File: config.mk
export PLATFORM = sky130hd
export DESIGN_NAME = cbu_top
export DESIGN_NICKNAME = d
export VERILOG_FILES = /design/src/verilog/cbu_pkg.sv /design/src/verilog/cbu_cond.sv /design/src/verilog/cbu_top.sv
export SDC_FILE = /design/constraint.sdc
export NUM_CORES = 1
export LEC_CHECK = 0
export BUFFER_PORTS_ARGS = -buffer_cell sky130_fd_sc_hd__clkbuf_2
export CORE_UTILIZATION = 55
export DETAILED_ROUTE_END_ITERATION = 10
export PLACE_DENSITY = 0.87
export SLEW_MARGIN = 20
export SYNTH_ARGS = -nofsm -noshare
export SYNTH_HDL_FRONTEND = slang
export SYNTH_SLANG_ARGS = --single-unit
File: constraint.sdc
create_clock -name core_clk -period 3.05 [get_ports core_clk]
set_clock_uncertainty 0.15 [all_clocks]
set_input_delay 0.61 -clock core_clk [delete_from_list [all_inputs] [get_ports core_clk]]
set_output_delay 0.61 -clock core_clk [all_outputs]
set_load 0.005 [all_outputs]
File: src/verilog/cbu_pkg.sv
// shared types and constants for the conditional branch unit
package cbu_pkg;

    localparam int PC_W  = 16;
    localparam int OFS_W = 7;

    localparam logic [PC_W-1:0] PC_RST   = 16'h0000;
    localparam logic [PC_W-1:0] PC_STEP  = 16'h0001;
    localparam logic [7:0]      FLG_RST  = 8'h00;

    // status flag positions in the flag word
    localparam int FLG_C = 0;
    localparam int FLG_Z = 1;
    localparam int FLG_N = 2;
    localparam int FLG_V = 3;
    localparam int FLG_H = 5;
    localparam int FLG_T = 6;

    typedef enum logic [3:0] {
        branch_if_not_equal       = 4'h0,
        branch_on_carry_high      = 4'h1,
        branch_on_carry_low       = 4'h2,
        branch_unsigned_not_below = 4'h3,
        branch_unsigned_below     = 4'h4,
        branch_if_negative        = 4'h5,
        branch_if_positive        = 4'h6,
        branch_signed_not_less    = 4'h7,
        branch_signed_less        = 4'h8,
        branch_nibble_carry_high  = 4'h9,
        branch_nibble_carry_low   = 4'hA,
        branch_user_flag_high     = 4'hB
    } cbu_op_t;

    // gray along idle -> taken second cycle -> idle
    typedef enum logic [1:0] {
        CBU_IDLE  = 2'h0,
        CBU_TAKEN = 2'h1
    } cbu_state_t;

    typedef struct packed {
        logic             valid;
        cbu_op_t          op;
        logic [OFS_W-1:0] ofs;
        logic [7:0]       flags;
    } cbu_req_t;

    typedef struct packed {
        cbu_state_t      st;
        logic [PC_W-1:0] pc;
        logic [7:0]      flags;
        logic            busy;
        logic            done;
        logic            taken;
    } cbu_regs_t;

endpackage

File: src/verilog/cbu_cond.sv
// condition evaluation for one branch operation
`timescale 1ns/100ps
module cbu_cond
(
    // request
    input  wire cbu_pkg::cbu_op_t op,
    input  wire logic [7:0]       flags,
    // result
    output logic                  hit
);

    logic c;
    logic z;
    logic n;
    logic v;
    logic h;
    logic t;

    assign c = flags[cbu_pkg::FLG_C];
    assign z = flags[cbu_pkg::FLG_Z];
    assign n = flags[cbu_pkg::FLG_N];
    assign v = flags[cbu_pkg::FLG_V];
    assign h = flags[cbu_pkg::FLG_H];
    assign t = flags[cbu_pkg::FLG_T];

    always_comb
    begin
        case (op)
            cbu_pkg::branch_if_not_equal:       hit = !z;
            cbu_pkg::branch_on_carry_high:      hit = c;
            cbu_pkg::branch_unsigned_below:     hit = c;
            cbu_pkg::branch_on_carry_low:       hit = !c;
            cbu_pkg::branch_unsigned_not_below: hit = !c;
            cbu_pkg::branch_if_negative:        hit = n;
            cbu_pkg::branch_if_positive:        hit = !n;
            cbu_pkg::branch_signed_not_less:    hit = !(n ^ v);
            cbu_pkg::branch_signed_less:        hit = n ^ v;
            cbu_pkg::branch_nibble_carry_high:  hit = h;
            cbu_pkg::branch_nibble_carry_low:   hit = !h;
            cbu_pkg::branch_user_flag_high:     hit = t;
            default:                            hit = 1'b0;
        endcase
    end

endmodule

File: src/verilog/cbu_top.sv
// conditional branch unit: condition test and program counter update
`timescale 1ns/100ps
module cbu_top
(
    // clock and reset
    input  wire logic                           core_clk,
    input  wire logic                           rst_b,
    // branch request
    input  wire cbu_pkg::cbu_req_t              req,
    // flag word passed on unchanged
    output logic [7:0]                          flags_out,
    // program counter and status
    output logic [cbu_pkg::PC_W-1:0]            pc,
    output logic                                busy,
    output logic                                done,
    output logic                                taken
);

    cbu_pkg::cbu_regs_t       r_q;
    cbu_pkg::cbu_regs_t       r_d;
    logic                     hit;
    logic [cbu_pkg::PC_W-1:0] ofs_ext;
    logic                     accept;

    cbu_cond u_cond
    (
        .op    (req.op),
        .flags (req.flags),
        .hit   (hit)
    );

    // sign extension of the word displacement
    assign ofs_ext = {
        {(cbu_pkg::PC_W-cbu_pkg::OFS_W){req.ofs[cbu_pkg::OFS_W-1]}},
        req.ofs
    };
    assign accept  = req.valid && (r_q.st == cbu_pkg::CBU_IDLE);

    always_comb
    begin
        r_d      = r_q;
        r_d.done = 1'b0;
        r_d.flags = req.flags;
        case (r_q.st)
            cbu_pkg::CBU_IDLE:
            begin
                if (accept)
                begin
                    r_d.pc    = r_q.pc + cbu_pkg::PC_STEP;
                    r_d.taken = hit;
                    if (hit)
                    begin
                        // second cycle for the jump
                        r_d.pc   = r_q.pc + ofs_ext + cbu_pkg::PC_STEP;
                        r_d.st   = cbu_pkg::CBU_TAKEN;
                        r_d.busy = 1'b1;
                    end
                    else
                    begin
                        r_d.done = 1'b1;
                    end
                end
            end
            cbu_pkg::CBU_TAKEN:
            begin
                r_d.st   = cbu_pkg::CBU_IDLE;
                r_d.busy = 1'b0;
                r_d.done = 1'b1;
            end
            default:
            begin
                r_d.st   = cbu_pkg::CBU_IDLE;
                r_d.busy = 1'b0;
            end
        endcase
    end

    always_ff @(posedge core_clk or negedge rst_b)
    begin
        if (!rst_b)
        begin
            r_q <= '{st: cbu_pkg::CBU_IDLE, pc: cbu_pkg::PC_RST,
                     flags: cbu_pkg::FLG_RST, busy: 1'b0, done: 1'b0,
                     taken: 1'b0};
        end
        else
        begin
            r_q <= r_d;
        end
    end

    assign pc        = r_q.pc;
    assign busy      = r_q.busy;
    assign done      = r_q.done;
    assign taken     = r_q.taken;
    assign flags_out = r_q.flags;

    // assertions
    taken_target_a: assert property (
        @(posedge core_clk) disable iff (!rst_b)
        accept && hit
        |=> (pc == $past(r_q.pc) + $past(ofs_ext) + cbu_pkg::PC_STEP && busy)
            ##1 (done && !busy))
        else $error("taken branch target or timing wrong");

    fall_through_a: assert property (
        @(posedge core_clk) disable iff (!rst_b)
        accept && !hit
        |=> pc == $past(r_q.pc) + cbu_pkg::PC_STEP && done && !busy)
        else $error("untaken branch did not step by one");

    not_equal_a: assert property (
        @(posedge core_clk) disable iff (!rst_b)
        accept && req.op == cbu_pkg::branch_if_not_equal
        |=> taken == !$past(req.flags[cbu_pkg::FLG_Z]))
        else $error("not-equal condition wrong");

    carry_high_a: assert property (
        @(posedge core_clk) disable iff (!rst_b)
        accept && (req.op == cbu_pkg::branch_on_carry_high
            || req.op == cbu_pkg::branch_unsigned_below)
        |=> taken == $past(req.flags[cbu_pkg::FLG_C]))
        else $error("carry-set condition wrong");

    carry_low_a: assert property (
        @(posedge core_clk) disable iff (!rst_b)
        accept && (req.op == cbu_pkg::branch_on_carry_low
            || req.op == cbu_pkg::branch_unsigned_not_below)
        |=> taken == !$past(req.flags[cbu_pkg::FLG_C]))
        else $error("carry-clear condition wrong");

    not_below_a: assert property (
        @(posedge core_clk) disable iff (!rst_b)
        accept && req.op == cbu_pkg::branch_unsigned_not_below
        |=> taken == !$past(req.flags[cbu_pkg::FLG_C]))
        else $error("same-or-higher condition wrong");

    sign_test_a: assert property (
        @(posedge core_clk) disable iff (!rst_b)
        accept && req.op == cbu_pkg::branch_if_negative
        |=> taken == $past(req.flags[cbu_pkg::FLG_N]))
        else $error("minus condition wrong");

    sign_clear_a: assert property (
        @(posedge core_clk) disable iff (!rst_b)
        accept && req.op == cbu_pkg::branch_if_positive
        |=> taken == !$past(req.flags[cbu_pkg::FLG_N]))
        else $error("plus condition wrong");

    signed_ge_a: assert property (
        @(posedge core_clk) disable iff (!rst_b)
        accept && req.op == cbu_pkg::branch_signed_not_less
        |=> taken == !($past(req.flags[cbu_pkg::FLG_N])
            ^ $past(req.flags[cbu_pkg::FLG_V])))
        else $error("signed not-less condition wrong");

    signed_less_a: assert property (
        @(posedge core_clk) disable iff (!rst_b)
        accept && req.op == cbu_pkg::branch_signed_less
        |=> taken == ($past(req.flags[cbu_pkg::FLG_N])
            ^ $past(req.flags[cbu_pkg::FLG_V])))
        else $error("signed less condition wrong");

    nibble_high_a: assert property (
        @(posedge core_clk) disable iff (!rst_b)
        accept && req.op == cbu_pkg::branch_nibble_carry_high
        |=> taken == $past(req.flags[cbu_pkg::FLG_H]))
        else $error("nibble carry set condition wrong");

    nibble_low_a: assert property (
        @(posedge core_clk) disable iff (!rst_b)
        accept && req.op == cbu_pkg::branch_nibble_carry_low
        |=> taken == !$past(req.flags[cbu_pkg::FLG_H]))
        else $error("nibble carry clear condition wrong");

    user_flag_a: assert property (
        @(posedge core_clk) disable iff (!rst_b)
        accept && req.op == cbu_pkg::branch_user_flag_high
        |=> taken == $past(req.flags[cbu_pkg::FLG_T]))
        else $error("user flag condition wrong");

    flags_kept_a: assert property (
        @(posedge core_clk) disable iff (!rst_b)
        1'b1 |=> flags_out == $past(req.flags))
        else $error("flag word altered");

    taken_cycle_a: assert property (
        @(posedge core_clk) disable iff (!rst_b)
        r_q.st == cbu_pkg::CBU_TAKEN
        |=> !busy && done && $stable(pc) && $stable(taken))
        else $error("second cycle of a taken branch wrong");

    idle_hold_a: assert property (
        @(posedge core_clk) disable iff (!rst_b)
        r_q.st == cbu_pkg::CBU_IDLE && !accept
        |=> $stable(pc) && $stable(taken) && !busy && !done)
        else $error("idle unit changed its outputs");

    busy_taken_a: assert property (
        @(posedge core_clk) disable iff (!rst_b)
        busy |-> taken && !done)
        else $error("busy outside a taken branch");

    done_idle_a: assert property (
        @(posedge core_clk) disable iff (!rst_b)
        done |-> !busy && r_q.st == cbu_pkg::CBU_IDLE)
        else $error("done raised while still busy");

endmodule
==> metrics.yaml, run 1 <==
global_route:
  grt_max_degree: 29
  antenna_found_initial: 0
  grt_pass1_vias: 1979
  grt_remaining_overflow: 0
  grt_pass1_wl_um: 8750
  grt_use_total: 0.253
finish:
  fin_nets: 341
  synthToLayoutAreaGrowth_pct: 10.2
  layout_common_cells: "clkbuf_2 (48), dfrtp_1 (28), o21ai_0 (25), a21oi_1 (23), nor2_1 (17)"
  drive_gt1_frac: 0.243
  fin_util: 0.631
  final_common_cell: "clkbuf_2"
  fill_cells: 364
  diodes: 0
  final_cell_count_no_fill: 351
run_status:
  run_status: "completed"
die:
  chipHeight_um: 66.5
  design.core.area_um2: 4000
  start_util: 0.573
  rows: 23
  design.portCount: 49
  die_area_um2: 4430
  die_x_um: 66.5
sta:
  finalSetupTns_ps: 0
  min_period_ps: 2900
  period_share: 0.951
  whs_ps: 209
  worst_slew_pin_slew_ps: 703
  setup_violations: 0
  drv_slew: 0
  fmax_mhz: 345
  slew_headroom: 0.531
  final_hold_viol_count: 0
routing:
  dr.pass1.iters: 6
  drtIter0Drc: 185
  ant_nets: 0
  totalWireLength_um: 5100
  route.detailed.drc: 0
  viasPerCell: 6.07
  vias: 2130
  wl_per_cell_um: 14.5
synth:
  synth_edf_count: 0
  synth-main-ff-cell: "dfrtp_1"
  synth.distinct_cells: 50
  netlist_area_um2: 2290
  syn_nets: 311
  synth_seq_cells: 28
  ys_async_sr_fraction: 1.00
  avgSynthCellArea_um2: 8.42
  seq_area_frac_synth: 0.306
  ys_warn_count: 0
  syn-instance-count: 272
setup_path:
  r2r_slack_ps: 150
  critical_path_required_ps: 3100
  r2r_start: "pc[0]"
  r2r_cells: 11
  reg2reg_to: "pc[12]"
  critPathMaxFanout: 5
  worstSetupEndpointType: "register"
  worstSetupStartpointType: "register"
  worstSetupPathType: "reg2reg"
  cp.arrival_ps: 2950
placement:
  dpl.hpwl_um: 3840
  portBuffers: 48
  routabilityCongestion: 0.934
  dp_cells: 347
pwr:
  power_frac_comb: 0.581
  powerDensity_nw_per_um2: 837
  power.total_mw: 2.11
  leakage_nw: 1.18
  ir_worst_vdd_mv: 0.397
  seqPwrFrac: 0.307
  p_sw_uw: 942
  clkPwrFrac: 0.112
  p_sw_frac: 0.446
  internal_power_mw: 1.17
clock_network:
  clockRootBuffer: "clkbuf_8"
  cts_sinks: 28
  cts_buffer_depth: 2
  cts_buffers: 3
  postCtsHoldBufs: 0
  htreeDepth: 1
  worstSkewPairLatency_ps: 280
  clkSlewWorstSetupHoldPaths_ps: 100
  cts_tree: "yes"
worst_hold_path:
  hp-class: "in2async"
run:
  drv_cap: 0
==> stage by stage <==
| step | instance area (um^2) | worst slack, ps |
|---|---|---|
| floorplan | 2290 | 101 |
| global placement | 2450 | -74.0 |
| detailed placement | 2450 | -184 |
| CTS | 2510 | 2.35 |
| global route | 2520 | -33.5 |
| finish | 2520 | 151 |
==> layout make-up <==
type | instances | area [um^2] | share of cell area
Multi-Input combinational cell | 202 | 1360 | 0.537
Inverter | 9 | 33.8 | 0.0134
Sequential cell | 28 | 701 | 0.278
Clock buffer | 4 | 55.1 | 0.0218
Timing Repair Buffer | 58 | 315 | 0.125
Tap cell | 50 | 62.6 | 0.0248
==> cells in the mapped netlist, types with 6 or more instances <==
cell type,count,share of area
a21oi_1,23,0.050
nand2_1,14,0.023
xnor2_1,6,0.023
inv_1,9,0.015
nand3_1,13,0.028
nor2_1,17,0.028
a21o_1,8,0.026
dfrtp_1,28,0.31
ha_1,16,0.087
nand2b_1,7,0.019
buf_4,24,0.079
clkbuf_1,7,0.011
o21ai_0,25,0.055
==> registers in the layout, summed over array words and instances (netlist names) <==
| name | count |
|---|---|
| done | 1 |
| flags_out | 8 |
| r_q | 1 |
| busy | 1 |
| pc | 16 |
| taken | 1 |
==> what timing repair did <==
item,4_1_cts,5_1_grt
buffers inserted,0,0
setup endpoints to repair,0,1
gates resized for setup,0,3
==> layer usage <==
layer | GRT usage | part of all wire | vias to the layer above
met4 | 0.0798 | 0.014 | 0
met5 | 0 | 0 | -
met2 | 0.408 | 0.47 | 91
met1 | 0.353 | 0.44 | 995
met3 | 0.0257 | 0.073 | 7
li1 | - | - | 1037
==> logic make-up after synthesis <==
group | Yosys count | share of synthesized area
AOI/OAI and AO/OA | 88 | 0.242
muxes | 2 | 0.0115
buffers and inverters | 42 | 0.109
and+or+nand+nor | 84 | 0.193
xor gates and xnor gates | 11 | 0.0421
DFF | 28 | 0.306
adders and majority gates | 17 | 0.0961
==> worst max-delay path, cell delays in order, from the launching register on <==
cell	delay, ps
dfrtp_1	430
inv_1	110
ha_1	190
inv_1	60
fa_1	410
a211oi_2	220
o21ai_0	160
a31o_2	250
a21o_1	210
a221oi_2	280
xor2_1	120
a211oi_2	220
==> how the worst max path moves through the flow <==
stage               endpoint  startpoint  slack, ps
finish                pc[12]       pc[0]        150
global route          pc[12]       pc[0]        -30
CTS                   pc[12]       pc[0]          2
detailed placement    pc[12]      req[8]       -180
global placement      pc[12]      req[8]        -70
floorplan             pc[12]      req[8]        100
==> power groups by stage <==
| stage | combinational, mW | sequential [mW] | clock [mW] |
|---|---|---|---|
| floorplan | 0.962 | 0.611 | 0 |
| global placement | 1.16 | 0.646 | 0 |
| detailed placement | 1.19 | 0.651 | 0 |
| CTS | 1.20 | 0.645 | 0.238 |
| global route | 1.40 | 0.672 | 0.255 |
| finish | 1.23 | 0.648 | 0.237 |
Power figures use the tool's default switching activity.
==> run 2: changes to the inputs <==
--- a/config.mk
+++ b/config.mk
@@ -6,9 +6,10 @@
 export NUM_CORES = 1
 export LEC_CHECK = 0
 export BUFFER_PORTS_ARGS = -buffer_cell sky130_fd_sc_hd__clkbuf_2
-export CORE_UTILIZATION = 55
+export CORE_UTILIZATION = 57
+export CTS_BUF_LIST = sky130_fd_sc_hd__clkbuf_4
 export DETAILED_ROUTE_END_ITERATION = 10
-export PLACE_DENSITY = 0.87
+export PLACE_DENSITY = 0.9
 export SLEW_MARGIN = 20
 export SYNTH_ARGS = -nofsm -noshare
 export SYNTH_HDL_FRONTEND = slang
==> constraint.sdc (replaced) <==
create_clock -name core_clk -period 3.05 [get_ports core_clk]
set_clock_uncertainty 0.15 [all_clocks]
set_input_delay 0.61 -clock core_clk [delete_from_list [all_inputs] [get_ports core_clk]]
set_output_delay 0.61 -clock core_clk [all_outputs]
set_load 0.05 [all_outputs]
==> metrics.yaml, run 2 (synthesis gave the netlist of run 1 again) <==
finish:
  layout_common_cells: "clkbuf_2 (48), dfrtp_1 (28), o21ai_0 (25), a21oi_1 (23), nor2_1 (17)"
  fin_nets: 341  # unchanged
  largest_reg_flops: 16  # unchanged
  diodes: 0  # unchanged
  final_cell_count_no_fill: 349  # -0.57%
  synthToLayoutAreaGrowth_pct: 8.85
  finish.instance_area_um2: 2490  # -1.2%
  final_common_cell: "clkbuf_2"
  drive_gt1_frac: 0.239  # -0.00332
  fin_util: 0.666  # +0.0352
global_route:
  gr-usage-met3: 0.0399  # +0.0142
  grt_busiest_layer: "met2"
  grt_pass1_vias: 2032  # +2.7%
  grt_pass1_wl_um: 9280  # +6.1%
  grt_remaining_overflow: 0  # unchanged
  grt_max_degree: 29  # unchanged
  use_met1: 0.355  # +0.00256
  antenna_found_initial: 0  # unchanged
  grt_use_total: 0.280  # +0.0262
  met2_usage: 0.474  # +0.0664
run:
  drv_cap: 0  # unchanged
setup_path:
  reg2reg_to: "pc[12]"
  crit_top_cell: "inv_1"
  slowest_delay_ps: 450  # +20 ps
  worstSetupPathType: "reg2reg"
  worstSetupStartpointType: "register"
  critPathMaxFanout: 5  # unchanged
  critPathSlowestCell: "dfrtp_1"
  crit_chain: "inv_1 > ha_1 > inv_1 > fa_1 > a211oi_2 > o21ai_0 > a31o_2 > a21o_1 > a221oi_2 > xor2_1 > a211oi_1"
  r2r_slack_ps: 130  # -20 ps
  r2r_start: "pc[0]"
  critical_path_required_ps: 3160  # +60 ps
  cp.arrival_ps: 3040  # +90 ps
  worstSetupEndpointType: "register"
  cp-endpoint: "pc[12]"
  r2r_cells: 11  # unchanged
  cp-startpoint: "pc[0]"
placement:
  place_ws_ps: -212  # -28.0 ps
  dpl_cell_area_um2: 2450  # -0.10%
  routabilityCongestion: 0.899  # -3.8%
  dp_cells: 345  # -0.58%
  dpl.hpwl_um: 4160  # +8.4%
  portBuffers: 48  # unchanged
clock_network:
  htreeDepth: 1  # unchanged
  clockRootBuffer: "clkbuf_4"
  cts_sinks: 28  # unchanged
  worstSkewPairLatency_ps: 340  # +60 ps
  clkSlewWorstSetupHoldPaths_ps: 150  # +50 ps
  post_cts.repair.setup_buffers: 0  # unchanged
  cts_buffers: 3  # unchanged
  cts_buffer_depth: 2  # unchanged
  cts_tree: "yes"
sta:
  slew_headroom: 0.522  # -0.00896
  rsz0062_at_grt: "true"
  timing.final.ws_setup_ps: 127  # -24.2 ps
  worst_slew_pin_slew_ps: 716  # +13.4 ps
  period_share: 0.958  # +0.00792
  final_hold_viol_count: 0  # unchanged
  fmax_mhz: 342  # -0.83%
  drv_slew: 0  # unchanged
  setup_violations: 0  # unchanged
  min_period_ps: 2920  # +24.2 ps
die:
  start_util: 0.612  # +0.0392
  rows: 22  # -4.3%
  design.portCount: 49  # unchanged
  die_area_um2: 4280  # -3.4%
  chipHeight_um: 65.4  # -1.7%
  die_x_um: 65.4  # -1.7%
  design.core.area_um2: 3740  # -6.4%
routing:
  route.detailed.drc: 0  # unchanged
  ant_nets: 0  # unchanged
  vias: 2192  # +2.9%
  dr.pass1.iters: 4  # -2
  wl_per_cell_um: 15.9  # +9.2%
  drtIter0Drc: 288  # +56%
  totalWireLength_um: 5540  # +8.6%
  viasPerCell: 6.28  # +3.5%
run_status:
  run_status: "completed"
pwr:
  power.total_mw: 2.44  # +15%
  ir_worst_vdd_mv: 0.661  # +66%
  powerDensity_nw_per_um2: 978  # +17%
  leakage_nw: 1.17  # -1.2%
worst_hold_path:
  hp-class: "in2async"
## run 2: metrics by stage
stage	TNS (ps)	hold slack, ps
6_report	0	142
5_1_grt	-78.4	186
4_1_cts	0	163
3_5_place_dp	-324	338
3_3_place_gp	-82.8	320
2_1_floorplan	0	164
## run 2: worst min-delay path by stage
stage | endpoint | cells after the start | startpoint | slack [ps]
6_report | pc[6] | 1 | rst_b | 140
5_1_grt | pc[0] | 1 | rst_b | 190
4_1_cts | pc[0] | 1 | rst_b | 160
3_5_place_dp | done | 1 | r_q[27] | 340
3_3_place_gp | done | 1 | r_q[27] | 320
2_1_floorplan | busy | 0 | rst_b | 160
## run 2: what timing repair did
| item | in CTS | in global routing |
|---|---|---|
| endpoints found under the setup margin | 1 | 2 |
| gates resized for setup | 1 | 2 |
| pin swaps | 0 | 0 |
| hold endpoints to repair | 0 | 0 |
| hold buffers | 0 | 0 |
## run 2: layer usage
metal,share of wire,vias to the layer above
li1,-,1039
met1,0.40,1024
met2,0.50,114
met3,0.068,15
met4,0.023,0
met5,0,-
## run 2: cell type report
cell class	count	area, um^2
Clock buffer	3	22.5
Clock inverter	1	3.75
Fill cell	320	1250
Inverter	9	33.8
Multi-Input combinational cell	202	1360
Sequential cell	28	701
Tap cell	48	60.1
Timing Repair Buffer	58	315
## run 2: critical path: cells and delay by family (launching register included)
kind            cells  cell delay, ps
fa+ha+maj           2             600
flops               1             450
buf+inv             2             170
compound gates      6            1380
xor+xnor            1             100
## run 2: where the power goes
| group | switching, mW | internal [mW] | leakage, nW |
|---|---|---|---|
| Combinational | 1.05 | 0.573 | 0.828 |
| Clock | 0.111 | 0.0482 | 0.0154 |
| Sequential | 0.178 | 0.480 | 0.326 |
==> run 3: changes to the inputs <==
--- a/config.mk
+++ b/config.mk
@@ -9,7 +9,7 @@
 export CORE_UTILIZATION = 57
 export CTS_BUF_LIST = sky130_fd_sc_hd__clkbuf_4
 export DETAILED_ROUTE_END_ITERATION = 10
-export PLACE_DENSITY = 0.9
+export PLACE_DENSITY = 0.85
 export SLEW_MARGIN = 20
 export SYNTH_ARGS = -nofsm -noshare
 export SYNTH_HDL_FRONTEND = slang
==> metrics.yaml, run 3 (synthesis gave the netlist of run 1 again) <==
run_status:
  run_status: "completed"
sta:
  final_hold_viol_count: 0  # unchanged
  rsz0062_at_grt: "false"
  min_period_ps: 2850  # -77.2 ps
  period_share: 0.933  # -0.0253
  timing.final.ws_setup_ps: 204  # +77.2 ps
  setup_violations: 0  # unchanged
  worst_slew_pin_slew_ps: 707  # -9.04 ps
  slew_headroom: 0.528  # +0.00603
  fmax_mhz: 351  # +2.7%
  drv_slew: 0  # unchanged
  whs_ps: 133  # -9.38 ps
routing:
  viasPerCell: 6.14  # -2.3%
  route.detailed.drc: 0  # unchanged
  wl_per_cell_um: 15.3  # -3.8%
  vias: 2160  # -1.5%
  dr.pass1.iters: 4  # unchanged
  totalWireLength_um: 5370  # -3.0%
  ant_nets: 0  # unchanged
  drtIter0Drc: 186  # -35%
pwr:
  ir_worst_vdd_mv: 0.530  # -20%
  powerDensity_nw_per_um2: 1000  # +2.8%
  leakage_nw: 1.20  # +2.2%
die:
  design.portCount: 49  # unchanged
  design.core.area_um2: 3740  # unchanged
  die_area_um2: 4280  # unchanged
  die_x_um: 65.4  # unchanged
  chipHeight_um: 65.4  # unchanged
  rows: 22  # unchanged
  start_util: 0.612  # unchanged
finish:
  fin_nets: 344  # +0.88%
  largest_reg_flops: 16  # unchanged
  diodes: 0  # unchanged
  final_common_cell: "clkbuf_2"
  layout_common_cells: "clkbuf_2 (48), dfrtp_1 (28), o21ai_0 (24), a21oi_1 (23), nor2_1 (17)"
  drive_gt1_frac: 0.260  # +0.0207
  synthToLayoutAreaGrowth_pct: 11.3
clock_network:
  worstSkewPairLatency_ps: 340  # about the same
  htreeDepth: 1  # unchanged
  cts_sinks: 28  # unchanged
  postCtsHoldBufs: 0  # unchanged
  cts_tree: "yes"
  clockRootBuffer: "clkbuf_4"
  clkSlewWorstSetupHoldPaths_ps: 170  # +20 ps
  cts_buffer_depth: 2  # unchanged
  cts_buffers: 3  # unchanged
global_route:
  grt_remaining_overflow: 0  # unchanged
  grt_pass1_vias: 2006  # -1.3%
  grt_max_degree: 29  # unchanged
  grt_use_total: 0.266  # -0.0138
  antenna_found_initial: 0  # unchanged
  grt_pass1_wl_um: 8790  # -5.3%
setup_path:
  cpLargestDelayFamily: "compound AO/OA/AOI/OAI gates"
  crit_top_cell: "a211oi_2"
  critPathSlowestCell: "dfrtp_1"
  worstSetupEndpointType: "register"
  worstSetupStartpointType: "register"
  cp.arrival_ps: 2970  # -70 ps
  crit_chain: "inv_2 > ha_2 > inv_1 > fa_1 > a211oi_2 > o21ai_1 > a31o_2 > a21o_1 > a221oi_2 > xor2_1 > a211oi_2"
  critPathMaxFanout: 5  # unchanged
  worstSetupPathType: "reg2reg"
  path_buf_inv: 2  # unchanged
  critical_path_required_ps: 3170  # about the same
  slowest_delay_ps: 460  # about the same
run:
  drv_cap: 0  # unchanged
placement:
  dpl.hpwl_um: 4020  # -3.4%
  portBuffers: 48  # unchanged
  routabilityCongestion: 0.846  # -5.8%
  place_ws_ps: -232  # -19.6 ps
worst_hold_path:
  hp-class: "in2async"
run 3: cell count changes in the layout (fill, tap and decap cells not counted):
cell and delta:
bufinv_16 +1, buf_4 +3, ha_1 -1, clkinv_1 -1, o21ai_0 -1, a211oi_2 +1, o21ai_1 +1, a211oi_1 -1
ha_2 +1, inv_2 +1, inv_1 -1
run 3: area by class of cell:
cell class	instances	area, um^2
clock buffers	3	22.5
clock inverters	1	30.0
fillers	311	1190
inverters	9	33.8
multi-input cells	202	1370
flip-flops and latches	28	701
well taps	48	60.1
repair buffers	61	338
run 3: final timing paths:
path,start,endpoint,slack [ps],depth (start not counted)
min in group core_clk,req[7],flags_out[7],210,1
max reg2reg,pc[0],pc[12],200,11
min reg2reg,r_q[27],done,370,1
min,rst_b,pc[14],130,1
max in group asynchronous,rst_b,pc[10],2180,1
max,pc[0],pc[12],200,11
run 3: metal layers:
metal,vias to the layer above,wire length [um],global-route usage
met3,13,260,0.0243
met5,-,0,0
li1,1038,-,-
met2,85,2680,0.459
met4,0,131,0.103
met1,1024,2300,0.341
run 3: repair_timing:
action	in CTS	in global routing
pin swaps	0	4
resized for setup	1	6
setup buffers	0	1
gates cloned	0	0
setup endpoints to repair	1	2
run 3: through the flow:
stage	TNS, ps	std cells	utilization	power (mW)	cell area (um^2)
after floorplan	0	272	-	1.97	2290
after global placement	-92.8	347	0.658	2.21	2460
after detailed placement	-292	347	0.658	2.25	2460
after CTS	0	351	0.674	2.52	2520
after global routing	0	352	0.681	2.74	2550
final	0	352	0.681	2.56	2550
run 3: report_power, final:
group          internal, mW  switching, mW
Clock                 0.133          0.123
Combinational         0.598           1.07
Sequential            0.480          0.162
